<file path="src/logic/smt_defines.vh">
// Shared constants of the stepper microstep translator
//------------------------------------------------------------------
// Overview of operation
// Every step_pulse rising edge advances index, DAC codes and polarities one entry.
// Resolution pins lo/hi pick full, half, quarter or sixteenth step.
// Resolution pins are sampled only at a step_pulse rising edge.
// direction_select picks sequence direction, sampled only at step edge.
// Controller holds step_pulse high at least 1.0 us per step.
// Controller holds step_pulse low at least 1.0 us between steps.
// Controller waits 1 ms after leaving sleep before any step edge.
// Reset loads origin codes and polarities; both bridges start in mixed decay.
// A step lowering a bridge's level gives it the decay_blend_level mode.
// A step raising or keeping a bridge's level gives it slow decay.
// Reset low holds origin, turns off all outputs, drives origin_flag low.
// Step edges are ignored during reset and accepted again after release.
// origin_flag is high whenever the translator sits at its origin state (code keeps it low while reset_n is low).
// Bridge drives a diagonal pair until sense trips at the DAC threshold.
// On trip slow decay drops sources only; fast or mixed drops all drive.
// Fixed off-time after each trip; sense blanked after every switching event (none on the first drive after presetn or on a drive polarity flip).
// enable_n high turns outputs off; translator keeps stepping.
// Faults disable outputs until cleared; supply_lockout also resets translator.
// sleep_n low disables outputs and regulator; waking restarts at origin.
// Blend level above 0.6 slow, below 0.21 fast, otherwise mixed.
// Mixed decay is fast until off-time ramp meets blend level, then slow.
// rectify_disable low enables synchronous rectification, cut at zero current.
// Origin is 45 degrees, both phases 70.71 percent, four full steps per cycle.
// 64-entry index moves by 16, 8, 4 or 1 modulo 64 and addresses currents.
//------------------------------------------------------------------
`ifndef SMT_DEFINES_VH
`define SMT_DEFINES_VH

// Timing
`define SMT_CLK_PERIOD_NS   25
`define SMT_OFF_TIME_NS     38000
`define SMT_BLANK_NS        950

// Translator
`define SMT_IDX_W           6
`define SMT_ORIGIN_IDX      6'h08
`define SMT_COS_OFS         6'h10
`define SMT_INC_FULL        6'h10
`define SMT_INC_HALF        6'h08
`define SMT_INC_QUARTER     6'h04
`define SMT_INC_SIXTEENTH   6'h01
`define SMT_HALF_TURN       6'h20
`define SMT_DAC_W           8
`define SMT_DAC_HOME        8'hb4
`define SMT_ROM_AW          5

// Decay modes, one-hot
`define SMT_MODE_SLOW       3'b001
`define SMT_MODE_FAST       3'b010
`define SMT_MODE_MIXED      3'b100

// Blend level as a fraction of the logic supply in 1/256 units
`define SMT_BLEND_HI        8'h9a
`define SMT_BLEND_LO        8'h36

// Register map
`define SMT_REG_CTRL        8'h00
`define SMT_REG_STATUS      8'h04
`define SMT_REG_DAC         8'h08
`define SMT_CTRL_W          2
`define SMT_CTRL_RESET      2'b01
`define SMT_CTRL_OUT_EN     0
`define SMT_CTRL_RECT_DIS   1

`endif

</file>
<file path="src/logic/smt_bridge_pwm.v">
// Fixed off-time PWM, blanking, decay and rectification of one bridge
`timescale 1ns/1ps
`include "smt_defines.vh"

module smt_bridge_pwm #(
    parameter OFF_CYCLES   = 1520,
    parameter BLANK_CYCLES = 38,
    parameter RAMP_DIV     = 9
) (
    // Clock and reset
    input  wire        pclk,
    input  wire        presetn,
    // Control
    input  wire        run,
    input  wire        polarity,
    input  wire [2:0]  decay_mode,
    input  wire [7:0]  blend_code,
    input  wire        rectify_off,
    // Sense
    input  wire        sense_trip,
    input  wire        zero_current,
    // Gates
    output reg         src_a,
    output reg         snk_a,
    output reg         src_b,
    output reg         snk_b
);

    localparam ST_DRIVE = 2'b01;
    localparam ST_OFF   = 2'b10;
    localparam [11:0] OFF_LOAD   = OFF_CYCLES[11:0] - 12'h001;
    localparam [7:0]  BLANK_LOAD = BLANK_CYCLES[7:0];
    localparam [7:0]  DIV_LOAD   = RAMP_DIV[7:0] - 8'h01;

    reg  [1:0]  state;
    reg  [11:0] off_cnt;
    reg  [7:0]  blank_cnt;
    reg  [7:0]  ramp;
    reg  [7:0]  div_cnt;
    reg         fast_phase;
    reg         rect_live;
    reg  [3:0]  next_gates;

    wire trip  = sense_trip && (blank_cnt == 8'h00);
    wire sr_on = rect_live && !rectify_off;

    always @(posedge pclk or negedge presetn) begin
        if (!presetn) begin
            state      <= ST_DRIVE;
            off_cnt    <= 12'h000;
            blank_cnt  <= 8'h00;
            ramp       <= 8'h00;
            div_cnt    <= 8'h00;
            fast_phase <= 1'b0;
            rect_live  <= 1'b0;
        end else if (!run) begin
            // Restart blanked, the first drive edge is a switching event
            state      <= ST_DRIVE;
            off_cnt    <= 12'h000;
            blank_cnt  <= BLANK_LOAD;
            fast_phase <= 1'b0;
            rect_live  <= 1'b0;
        end else begin
            if (blank_cnt != 8'h00) begin
                blank_cnt <= blank_cnt - 8'h01;
            end
            case (state)
                ST_DRIVE: begin
                    if (trip) begin
                        state      <= ST_OFF;
                        off_cnt    <= OFF_LOAD;
                        blank_cnt  <= BLANK_LOAD;
                        ramp       <= `SMT_BLEND_HI;
                        div_cnt    <= DIV_LOAD;
                        rect_live  <= 1'b1;
                        fast_phase <= (decay_mode != `SMT_MODE_SLOW);
                    end
                end
                ST_OFF: begin
                    if (off_cnt == 12'h000) begin
                        state     <= ST_DRIVE;
                        blank_cnt <= BLANK_LOAD;
                    end else begin
                        off_cnt <= off_cnt - 12'h001;
                    end
                    // Linear stand-in for the RC ramp
                    if (div_cnt == 8'h00) begin
                        div_cnt <= DIV_LOAD;
                        if (ramp != 8'h00) begin
                            ramp <= ramp - 8'h01;
                        end
                    end else begin
                        div_cnt <= div_cnt - 8'h01;
                    end
                    if (decay_mode == `SMT_MODE_MIXED && fast_phase && ramp <= blend_code) begin
                        fast_phase <= 1'b0;
                        blank_cnt  <= BLANK_LOAD;
                    end
                    if (zero_current) begin
                        rect_live <= 1'b0;
                    end
                end
                default: begin
                    state <= ST_DRIVE;
                end
            endcase
        end
    end

    // Gate order {src_a, snk_a, src_b, snk_b}
    always @* begin
        next_gates = 4'h0;
        if (run) begin
            case (state)
                ST_DRIVE: begin
                    next_gates = {polarity, !polarity, !polarity, polarity};
                end
                ST_OFF: begin
                    if (fast_phase) begin
                        // Reverse diagonal only while rectifying
                        next_gates = {!polarity && sr_on, polarity && sr_on,
                                      polarity && sr_on, !polarity && sr_on};
                    end else begin
                        // Sources off, driving sink kept on
                        next_gates = {1'b0, !polarity || sr_on,
                                      1'b0, polarity || sr_on};
                    end
                end
                default: begin
                    next_gates = 4'h0;
                end
            endcase
        end
    end

    always @(posedge pclk or negedge presetn) begin
        if (!presetn) begin
            {src_a, snk_a, src_b, snk_b} <= 4'h0;
        end else begin
            {src_a, snk_a, src_b, snk_b} <= next_gates;
        end
    end

endmodule // smt_bridge_pwm

</file>
<file path="src/logic/smt_sine_rom.v">
// Quarter-wave phase current table with two registered read ports
`timescale 1ns/1ps
`include "smt_defines.vh"

module smt_sine_rom (
    // Clock and reset
    input  wire                      pclk,
    input  wire                      presetn,
    // Read ports
    input  wire [`SMT_ROM_AW-1:0]    addr_a,
    input  wire [`SMT_ROM_AW-1:0]    addr_b,
    output reg  [`SMT_DAC_W-1:0]     data_a,
    output reg  [`SMT_DAC_W-1:0]     data_b
);

    // Full scale is 255 at 90 degrees
    function [`SMT_DAC_W-1:0] level;
        input [`SMT_ROM_AW-1:0] a;
        begin
            case (a)
                5'h00:   level = 8'h00;
                5'h01:   level = 8'h19;
                5'h02:   level = 8'h32;
                5'h03:   level = 8'h4a;
                5'h04:   level = 8'h62;
                5'h05:   level = 8'h78;
                5'h06:   level = 8'h8e;
                5'h07:   level = 8'ha2;
                5'h08:   level = 8'hb4;
                5'h09:   level = 8'hc5;
                5'h0a:   level = 8'hd4;
                5'h0b:   level = 8'he1;
                5'h0c:   level = 8'hec;
                5'h0d:   level = 8'hf4;
                5'h0e:   level = 8'hfa;
                5'h0f:   level = 8'hfe;
                default: level = 8'hff;
            endcase
        end
    endfunction

    always @(posedge pclk or negedge presetn) begin
        if (!presetn) begin
            {data_a, data_b} <= 16'h0000;
        end else begin
            data_a <= level(addr_a);
            data_b <= level(addr_b);
        end
    end

endmodule // smt_sine_rom

</file>
<file path="src/logic/smt_translator.v">
// Step translator, decay selection, output gating and APB registers
`timescale 1ns/1ps
`include "smt_defines.vh"

module smt_translator #(
    parameter ADDR_W     = 8,
    parameter OFF_TIME_NS = `SMT_OFF_TIME_NS,
    parameter BLANK_NS    = `SMT_BLANK_NS
) (
    // APB
    input  wire                  pclk,
    input  wire                  presetn,
    input  wire                  psel,
    input  wire                  penable,
    input  wire                  pwrite,
    input  wire [ADDR_W-1:0]     paddr,
    input  wire [31:0]           pwdata,
    output reg  [31:0]           prdata,
    output wire                  pready,
    output reg                   pslverr,
    // Controller pins
    input  wire                  step_pulse,
    input  wire                  direction_select,
    input  wire                  resolution_sel_lo,
    input  wire                  resolution_sel_hi,
    input  wire                  reset_n,
    input  wire                  enable_n,
    input  wire                  sleep_n,
    input  wire                  rectify_disable,
    input  wire [7:0]            decay_blend_level,
    output reg                   origin_flag,
    // Protection
    input  wire                  overtemp,
    input  wire                  gate_pump_supply_low,
    input  wire                  sink_gate_regulator_fault,
    input  wire                  supply_lockout,
    // Current sense, one bit per bridge
    input  wire [1:0]            sense_trip,
    input  wire [1:0]            zero_current,
    // Translator outputs
    output wire [`SMT_DAC_W-1:0] dac_phase1,
    output wire [`SMT_DAC_W-1:0] dac_phase2,
    output wire [1:0]            phase_polarity,
    // Bridge gates, one bit per bridge
    output wire [1:0]            src_a,
    output wire [1:0]            snk_a,
    output wire [1:0]            src_b,
    output wire [1:0]            snk_b
);

    //--------------------------------------------------------------
    // Derived timing
    //--------------------------------------------------------------
    // Off-time rounds down, blanking rounds up
    localparam OFF_CYCLES   = OFF_TIME_NS / `SMT_CLK_PERIOD_NS;
    localparam BLANK_CYCLES = (BLANK_NS + `SMT_CLK_PERIOD_NS - 1) / `SMT_CLK_PERIOD_NS;
    localparam RAMP_STEPS   = `SMT_BLEND_HI;
    localparam RAMP_DIV     = (OFF_CYCLES / RAMP_STEPS < 1) ? 1 : OFF_CYCLES / RAMP_STEPS;
    localparam DW           = `SMT_DAC_W;

    //--------------------------------------------------------------
    // Decoding helpers
    //--------------------------------------------------------------
    function [`SMT_IDX_W-1:0] step_size;
        input lo;
        input hi;
        begin
            case ({hi, lo})
                2'b00:   step_size = `SMT_INC_FULL;
                2'b01:   step_size = `SMT_INC_HALF;
                2'b10:   step_size = `SMT_INC_QUARTER;
                default: step_size = `SMT_INC_SIXTEENTH;
            endcase
        end
    endfunction

    // Fold a 64-entry angle onto the quarter-wave table
    function [`SMT_ROM_AW-1:0] fold_addr;
        input [`SMT_IDX_W-1:0] i;
        reg   [`SMT_IDX_W-1:0] q;
        reg   [`SMT_IDX_W-1:0] r;
        begin
            q = {1'b0, i[`SMT_IDX_W-2:0]};
            r = `SMT_HALF_TURN - q;
            fold_addr = (q > `SMT_INC_FULL) ? r[`SMT_ROM_AW-1:0] : q[`SMT_ROM_AW-1:0];
        end
    endfunction

    function [2:0] decode_blend;
        input [7:0] code;
        begin
            if (code >= `SMT_BLEND_HI) begin
                decode_blend = `SMT_MODE_SLOW;
            end else if (code < `SMT_BLEND_LO) begin
                decode_blend = `SMT_MODE_FAST;
            end else begin
                decode_blend = `SMT_MODE_MIXED;
            end
        end
    endfunction

    //--------------------------------------------------------------
    // Translator index
    //--------------------------------------------------------------
    reg  [`SMT_IDX_W-1:0] idx;
    reg  [`SMT_IDX_W-1:0] next_idx;
    reg                   step_prev;
    reg  [1:0]            res_taken;
    reg                   dir_taken;
    reg                   upd_d1;
    reg                   upd_d2;

    wire faulted   = overtemp || gate_pump_supply_low || sink_gate_regulator_fault;
    wire trans_clr = !reset_n || supply_lockout || !sleep_n;
    wire step_rise = step_pulse && !step_prev;
    wire step_take = step_rise && !trans_clr;
    wire [`SMT_IDX_W-1:0] inc = step_size(resolution_sel_lo, resolution_sel_hi);

    always @* begin
        next_idx = idx;
        if (trans_clr) begin
            next_idx = `SMT_ORIGIN_IDX;
        end else if (step_take) begin
            next_idx = direction_select ? idx + inc : idx - inc;
        end
    end

    always @(posedge pclk or negedge presetn) begin
        if (!presetn) begin
            idx         <= `SMT_ORIGIN_IDX;
            step_prev   <= 1'b0;
            res_taken   <= 2'b00;
            dir_taken   <= 1'b0;
            upd_d1      <= 1'b0;
            upd_d2      <= 1'b0;
            origin_flag <= 1'b0;
        end else begin
            // Edge history runs through reset so a held level is no edge
            step_prev   <= step_pulse;
            idx         <= next_idx;
            upd_d1      <= step_take || trans_clr;
            upd_d2      <= upd_d1;
            origin_flag <= reset_n && (next_idx == `SMT_ORIGIN_IDX);
            if (step_take) begin
                res_taken <= {resolution_sel_hi, resolution_sel_lo};
                dir_taken <= direction_select;
            end
        end
    end

    //--------------------------------------------------------------
    // Phase current lookup
    //--------------------------------------------------------------
    // Phase 1 leads phase 2 by a quarter turn
    wire [`SMT_IDX_W-1:0] idx_p1 = idx + `SMT_COS_OFS;
    wire [DW-1:0]         rom_p1;
    wire [DW-1:0]         rom_p2;

    smt_sine_rom u_rom (
        .pclk    (pclk),
        .presetn (presetn),
        .addr_a  (fold_addr(idx_p1)),
        .addr_b  (fold_addr(idx)),
        .data_a  (rom_p1),
        .data_b  (rom_p2)
    );

    //--------------------------------------------------------------
    // DAC codes, polarity and decay mode per bridge
    //--------------------------------------------------------------
    reg  [2*DW-1:0] dac_flat;
    reg  [1:0]      pol;
    reg  [5:0]      mode_flat;
    wire [2*DW-1:0] rom_flat = {rom_p2, rom_p1};
    wire [1:0]      new_pol  = {!idx[`SMT_IDX_W-1], !idx_p1[`SMT_IDX_W-1]};
    integer         b;

    always @(posedge pclk or negedge presetn) begin
        if (!presetn) begin
            dac_flat  <= {`SMT_DAC_HOME, `SMT_DAC_HOME};
            pol       <= 2'b11;
            mode_flat <= {`SMT_MODE_MIXED, `SMT_MODE_MIXED};
        end else if (upd_d2) begin
            // Index is stable here: step spacing is far above two cycles
            pol <= new_pol;
            for (b = 0; b < 2; b = b + 1) begin
                dac_flat[b*DW +: DW] <= rom_flat[b*DW +: DW];
                if (!reset_n || supply_lockout || !sleep_n) begin
                    mode_flat[b*3 +: 3] <= `SMT_MODE_MIXED;
                end else if (rom_flat[b*DW +: DW] < dac_flat[b*DW +: DW]) begin
                    mode_flat[b*3 +: 3] <= decode_blend(decay_blend_level);
                end else begin
                    mode_flat[b*3 +: 3] <= `SMT_MODE_SLOW;
                end
            end
        end
    end

    assign dac_phase1     = dac_flat[DW-1:0];
    assign dac_phase2     = dac_flat[2*DW-1:DW];
    assign phase_polarity = pol;

    //--------------------------------------------------------------
    // Output gating and bridges
    //--------------------------------------------------------------
    reg  [`SMT_CTRL_W-1:0] ctrl;

    wire outputs_on = reset_n && !enable_n && sleep_n && !faulted && !supply_lockout
                      && ctrl[`SMT_CTRL_OUT_EN];
    wire rect_off   = rectify_disable || ctrl[`SMT_CTRL_RECT_DIS];

    genvar g;
    generate
        for (g = 0; g < 2; g = g + 1) begin : bridge
            smt_bridge_pwm #(
                .OFF_CYCLES   (OFF_CYCLES),
                .BLANK_CYCLES (BLANK_CYCLES),
                .RAMP_DIV     (RAMP_DIV)
            ) u_pwm (
                .pclk         (pclk),
                .presetn      (presetn),
                .run          (outputs_on),
                .polarity     (pol[g]),
                .decay_mode   (mode_flat[g*3 +: 3]),
                .blend_code   (decay_blend_level),
                .rectify_off  (rect_off),
                .sense_trip   (sense_trip[g]),
                .zero_current (zero_current[g]),
                .src_a        (src_a[g]),
                .snk_a        (snk_a[g]),
                .src_b        (src_b[g]),
                .snk_b        (snk_b[g])
            );
        end
    endgenerate

    //--------------------------------------------------------------
    // APB slave
    //--------------------------------------------------------------
    // Zero wait states: data is staged in setup, taken in access
    wire setup_ph  = psel && !penable;
    wire access_ph = psel && penable;
    wire hit_ctrl  = (paddr == `SMT_REG_CTRL);
    wire hit_stat  = (paddr == `SMT_REG_STATUS);
    wire hit_dac   = (paddr == `SMT_REG_DAC);
    wire mapped    = hit_ctrl || hit_stat || hit_dac;
    reg  [31:0] rd_mux;

    always @* begin
        rd_mux = 32'h0000_0000;
        if (hit_ctrl) begin
            rd_mux = {30'h0, ctrl};
        end else if (hit_stat) begin
            rd_mux = {14'h0, faulted, mode_flat, dir_taken, res_taken,
                      outputs_on, origin_flag, idx};
        end else if (hit_dac) begin
            rd_mux = {7'h0, pol[1], dac_flat[2*DW-1:DW], 7'h0, pol[0], dac_flat[DW-1:0]};
        end
    end

    assign pready = 1'b1;

    always @(posedge pclk or negedge presetn) begin
        if (!presetn) begin
            prdata  <= 32'h0000_0000;
            pslverr <= 1'b0;
            ctrl    <= `SMT_CTRL_RESET;
        end else begin
            if (setup_ph) begin
                prdata  <= pwrite ? 32'h0000_0000 : rd_mux;
                pslverr <= !mapped;
            end
            if (access_ph && pwrite && hit_ctrl) begin
                ctrl <= pwdata[`SMT_CTRL_W-1:0];
            end
        end
    end

endmodule // smt_translator

</file>
<file path="config.mk">
export PLATFORM = sky130hd
export DESIGN_NAME = smt_translator
export DESIGN_NICKNAME = d
export VERILOG_FILES = /design/src/logic/smt_bridge_pwm.v /design/src/logic/smt_sine_rom.v /design/src/logic/smt_translator.v
export VERILOG_INCLUDE_DIRS = /design/src /design/src/logic
export SDC_FILE = /design/constraint.sdc
export NUM_CORES = 1
export LEC_CHECK = 0
export BUFFER_PORTS_ARGS = -buffer_cell sky130_fd_sc_hd__buf_4
export CAP_MARGIN = 25
export CORE_ASPECT_RATIO = 1.2
export CORE_MARGIN = 5
export CORE_UTILIZATION = 40
export CTS_CLUSTER_SIZE = 10
export DETAILED_ROUTE_END_ITERATION = 8
export PLACE_DENSITY = 0.68
export SYNTH_ARGS = -nofsm -noshare
export SYNTH_HDL_FRONTEND = slang
export SYNTH_HIERARCHICAL = 1
export SYNTH_SLANG_ARGS = --single-unit
export TNS_END_PERCENT = 30
</file>
<file path="constraint.sdc">
create_clock -name pclk -period 2.9 [get_ports pclk]
set_input_delay 0.58 -clock pclk [delete_from_list [all_inputs] [get_ports pclk]]
set_output_delay 0.58 -clock pclk [all_outputs]
set_load 0.03 [all_outputs]
</file>
# Word level (Yosys, flattened, before mapping)
# Memory sizes are Yosys's and may differ from the RTL's.
# Index checks and enable logic that the tools add are counted.
# word_totals
ff_bits	176
mem_bits_ro	256
in_bits	69
output_inout_bits	61
word_cells	249
n_memories	2
# classes
add_sub_neg	13
magnitude_cmp	8
eq_ne	31
mux	82
reduce_logical	76
# mem_list
memory	depth	word_bits	read_ports	rd_clocked_by_memory_dff	write_ports	line_no	rtl
(no name shown)	16	8	1	0	0	smt_sine_rom.v:20	case (a)
(no name shown)	16	8	1	0	0	smt_sine_rom.v:20	
# op_table
operator	count
$mux W8	22
$pmux W8 S2	6
$mux W25	3
$mux W12	6
$pmux W12 S2	2
$sub A8 B1 Y8 const B	6
$logic_not A8 Y1	5
$mux W32	1
$reduce_bool A8 Y1	4
$logic_and A1 B1 Y1	24
$logic_not A12 Y1	2
$ne A3 B3 Y1 const B	8
$reduce_and A3 Y1	8
$sub A12 B1 Y12 const B	2
$mux W3	6
$mux W6	3
$le A8 B8 Y1	2
$lt A8 B8 Y1	2
$mux W4	4
$pmux W4 S2	2
$pmux W5 S3	1
$logic_not A1 Y1	14
$logic_or A1 B1 Y1	12
$mux W1	12
other kinds (24)	53

# Depth between registers and ports, before layout
# logic_depth
ltp_word	9
ltp_mapped	11
mapped_depth_nobuf	11

# By module
# Netlist, hierarchy kept.
# by_module_without_submodules
mod	instances	cells_each	area_each_um2	seq_area_each_um2
smt_translator	1	354	3482.1	1644.1
smt_bridge_pwm at bridge[0].u_pwm	1	325	2920.3	1102.3
smt_bridge_pwm at bridge[1].u_pwm	1	331	2902.8	1102.3
smt_sine_rom	1	95	993.5	400.4

# Least setup slack after synthesis
# No wires, ideal clock.
# synth_timing
kind	input to register
startpoint	input gate_pump_supply_low
endpoint	register bridge[1].u_pwm.ramp[2]
setup_time_ps	125
t_arrival_ps	2631
required_ps	2775
slack_ps	144
stages	8
n_path_buf	1
cell_sequence	or3_1 -> nor4_1 -> clkbuf_1 -> nand2_1 -> o41a_4 -> a21oi_4 -> o21ai_2 -> mux2_2
# synth_via
elab_chain_cells	7
# synth_lines
element	line_no	rtl
from (decl)	smt_translator.v:34	input wire gate_pump_supply_low,
$logic_or A1 B1 Y1 (2 in a row)	smt_translator.v:113	wire faulted = overtemp || gate_pump_supply_low || sink_gate_regulator_fault;
$logic_not A1 Y1	smt_translator.v:208	wire outputs_on = reset_n && !enable_n && sleep_n && !faulted && !supply_lockout
$logic_and A1 B1 Y1 (3 in a row)	smt_translator.v:208	
named net outputs_on	smt_translator.v:208	
$reduce_and A5 Y1 (no source line)	-	
to (signal assigned)	smt_bridge_pwm.v:73	ramp <= `SMT_BLEND_HI;
to (signal assigned)	smt_bridge_pwm.v:90	ramp <= ramp - 8'h01;
to (decl)	smt_bridge_pwm.v:38	reg [7:0] ramp;
# The timed path passes the listed nets, and every way through them passes these cells.
# A chain may end at the register's enable or synchronous reset.

# Worst setup path after layout
# layout_timing
startpoint	register idx[1]
endpoint	register u_rom.data_b[3]
# layout_via
elab_chain_cells	4
elab_cells_between_ends	5
classes_between	add/sub: 1; order compare: 1; mux: 2; memory: 1
# layout_lines
element	line_no	rtl
from (decl)	smt_translator.v:105	reg [`SMT_IDX_W-1:0] idx;
from (signal assigned)	smt_translator.v:130	idx <= `SMT_ORIGIN_IDX;
from (signal assigned)	smt_translator.v:140	idx <= next_idx;
$sub A1 B5 Y5 (no source line) or $gt A5 B5 Y1 (tied branches)	-	
$mux W5 *	smt_translator.v:85	fold_addr = (q > `SMT_INC_FULL) ? r[`SMT_ROM_AW-1:0] : q[`SMT_ROM_AW-1:0];
$mem_v2 Z16 W8	-	
$mux W8 *	smt_sine_rom.v:20	
to (signal assigned)	smt_sine_rom.v:47	data_b <= level(addr_b);
to (decl)	smt_sine_rom.v:13	output reg [`SMT_DAC_W-1:0] data_b
# Mark *: on every way between the ends. The rest lies on a longest branch, timed or not.

==> summary.md <==
| Metric | Value |
|---|---|
| Yosys cell types | 95 |
| CTS Buf Count | 17 |
| Antenna-violating nets left | 0 |
| CP startpoint kind | register |
| Part of the power in registers | 0.473 |
| Fmax | 394.3 MHz |
| Post-layout min period | 2536 ps |
| Sw Pwr | 1242 uW |
| Synthesized instance count | 1105 |
| Via density per instance | 5.576 |
| Mux contribution to synthesized area | 0.02515 |
| Setup Viol. Count Final | 0 |
| Post-DP HPWL | 19290 um |
| DRC | 0 |
| Grt peak-use layer | met2 |
| Longest Clk Path Bufs | 2 |
| Routed vias | 8631 |
| Final hold violation count | 0 |
| Worst EP arrival | 2840 ps |
| Die area | 29070 um^2 |
| Post-Synth Adder-Cell Area | 0.08699 |
| Most common cell after layout, fill and taps aside | dfrtp_1 |
| Post-synth EDFFs | 0 |
| Register area | 4249 um^2 |
| Dpl cells | 1516 |
| Total power | 5187 uW |
| Mean Syn Cell Area | 9.320 um^2 |
| Status | finished clean |
| Power Density | 429.6 nW/um^2 |
| Most used DFF post-synth | dfrtp_1 |
| XOR/XNOR share of the synthesized area | 0.01786 |
| CP required | 3210 ps |
| Synth Area in Compound Gates | 0.2034 |
| Final non-filler cell total | 1548 |
| Violation count after the first detailed-route iteration | 558 |
| Initial antenna violation count | 0 |
| # rows | 64 |
| Slew at the pin closest to its max-slew limit | 801.0 ps |
| Core area | 25460 um^2 |
| Fillers | 2397 |
| Area of the multi-input gates | 5508 um^2 |
| Chip width | 156.5 um |
| Clk sinks | 169 |
| Min-delay worst type | primary input to async pin |
| Setup CP Type | register to register |
| Flop2flop setup slack | 360 ps |
| Leakage | 0.005553 uW |
| Worst-path clk slew | 70 ps |
| H-Tree Depth | 4 |
| Grt ovf | 0 |
| Maxcap violations | 0 |
| Layout cell share with drive strength beyond 1 | 0.1790 |
| DRT Pass-1 Iters | 5 |
| Post-Route Skew | 13.17 ps |
| # port buffers | 91 |
| Nets | 1345 |
| Hold Buf Count CTS | 0 |
| Peak VDD IR | 0.3600 mV |
| Seq cells post-synth | 169 |
| Main combinational cell family by area after synthesis | compound AO/OA/AOI/OAI gates |
| Mapped Area | 10300 um^2 |
| Total Wirelength | 25510 um |
| Slew HR | 0.4622 |
| Sequential area share after synthesis | 0.4126 |
| Gpl congestion | 0.9051 |
| Synth warn | 6 |
| First-pass GRT wire length | 42470 um |
| Clk pwr share | 0.445 |
| Routed wire per std cell | 16.48 um |
| Fin crit share | 0.8746 |
| Diode count | 0 |
| Switching share of total power | 0.2394 |
| Pin count of the biggest net entering global routing | 68 |
| Global routing usage on met1 | 0.2271 |
| M2 GR Usage | 0.3062 |
| CTS root buf | clkbuf_16 |
| CP endpoint kind | register |
| TNS Setup | 0 ps |
| Comb power frac | 0.082 |
| Starting density of the core | 0.4044 |
| DIE HEIGHT | 185.8 um |
| Setup bufs post-CTS | 0 |
| Slew Viols, Final | 0 |
| Synthesis-to-finish area growth | 17.22% |
| Int Pwr | 3945 uW |
| Io pins | 130 |
| CTS tree | built |
| Commonest cells after routing, fill and taps aside | dfrtp_1, buf_4, nand2_1 |
| Met3 Use GR | 0.02698 |
| RSZ-0062 raised after global routing | no |
| Vias in the first global route | 8630 |
| Share of async-settable or async-resettable flops after synthesis | 1.000 |
| Crit path max fanout | 7 |
| CTS resizes | 0 |
| Post-Synth Simple-Gate Area | 0.1979 |
| All-Layer GR Usage | 0.1788 |
| Worst skew pair latency | 430 ps |
==> power by group through the flow <==
| stage | Clock [uW] | Sequential, uW | Combinational (uW) |
|---|---|---|---|
| 3_5_place_dp | 0 | 2490 | 431 |
| 2_1_floorplan | 0 | 2510 | 215 |
| 3_3_place_gp | 0 | 2490 | 422 |
| 4_1_cts | 2340 | 2450 | 434 |
| 5_1_grt | 2440 | 2460 | 480 |
| 6_report | 2310 | 2450 | 427 |
==> worst max-delay path: stages, from the launching register on <==
cell,delay [ps]
dfrtp_1,530
inv_1,120
ha_1,310
a2bb2oi_1,330
inv_1,190
ha_1,330
nor2_1,150
a21oi_1,60
a221o_1,390
==> routing by layer <==
layer,share of wire,vias up
met3,0.034,43
met4,0.030,0
li1,-,4200
met1,0.44,4194
met2,0.50,194
met5,0,-
==> path summary, 6_finish.rpt <==
path	from	end	cells after the start
hold / removal	presetn	bridge[1].u_pwm/div_cnt[2]	1
setup reg to reg	idx[1]	u_rom/data_b[3]	8
hold reg to reg	upd_d1	upd_d2	0
min in group pclk	step_pulse	step_prev	1
max in group asynchronous	presetn	dac_flat[5]	2
setup / recovery	idx[1]	u_rom/data_b[3]	8
==> flip-flops by register name, indices dropped and copies added (netlist names), 4 cells and up <==
| name | flops |
|---|---|
| bridge.u_pwm/state | 4 |
| mode_flat | 6 |
| prdata | 25 |
| bridge.u_pwm/blank_cnt | 16 |
| idx | 6 |
| u_rom/data_a | 8 |
| dac_flat | 16 |
| bridge.u_pwm/div_cnt | 16 |
| bridge.u_pwm/ramp | 16 |
| bridge.u_pwm/off_cnt | 24 |
| u_rom/data_b | 8 |
==> cells by family (layout without fill, tap and decap cells) <==
| logic type | count (synthesis) | after routing |
|---|---|---|
| flip-flops | 169 | 169 |
| adder cells (fa/ha/maj) | 71 | 71 |
| AND/OR/NAND/NOR | 376 | 376 |
| other | 2 | 8 |
| buffers and inverters | 133 | 240 |
| multiplexers | 24 | 24 |
| XOR/XNOR | 21 | 21 |
| AO/OA/AOI/OAI | 309 | 309 |
==> synthesized netlist by cell type (6+ instances only) <==
cell type	count	area (um^2)
dfrtp_1	153	3829
nand2_1	93	349.1
o21ai_0	82	410.4
inv_1	80	300.3
nor2_1	76	285.3
ha_1	70	875.8
a21oi_1	64	320.3
nor3_1	41	205.2
clkbuf_1	28	105.1
nand2b_1	20	125.1
a22o_1	19	166.4
nand3_1	19	95.09
nor2b_1	18	112.6
a31oi_1	17	106.4
o31ai_1	17	127.6
dfstp_2	16	420.4
or3_1	16	100.1
xnor2_1	14	122.6
a21o_1	12	90.09
mux2i_1	12	120.1
nand4_1	12	75.07
mux2_2	11	123.9
buf_4	10	75.07
a211oi_1	9	67.56
and3_1	9	56.30
buf_2	9	45.04
nand3b_1	9	67.56
a211o_1	8	70.07
nor3b_1	8	60.06
nor4_1	8	50.05
a22oi_1	7	52.55
xor2_1	7	61.31
o211ai_1	6	45.04
o21a_1	6	45.04
or4_1	6	45.04
==> stage by stage <==
step                      instance area, um^2  worst slack, ps    util  hold WS (ps)
after CTS                               12070            332.2  0.4741         169.9
after global placement                  11470            135.7  0.4504         338.1
after floorplan                         10320            144.2       -         284.4
final                                   12070            363.7  0.4741         142.9
after detailed placement                11470            40.34  0.4504         338.7
after global routing                    12070            188.3  0.4741         187.4
==> final cells by class <==
type | instances | area share
Timing Repair Buffer | 127 | 0.08240
Sequential cell | 169 | 0.3520
Clock buffer | 23 | 0.04042
Inverter | 81 | 0.02519
Tap cell | 330 | 0.03420
Multi-Input combinational cell | 809 | 0.4563
Clock inverter | 9 | 0.009536
Note: power is estimated with default switching activity, not from simulation.
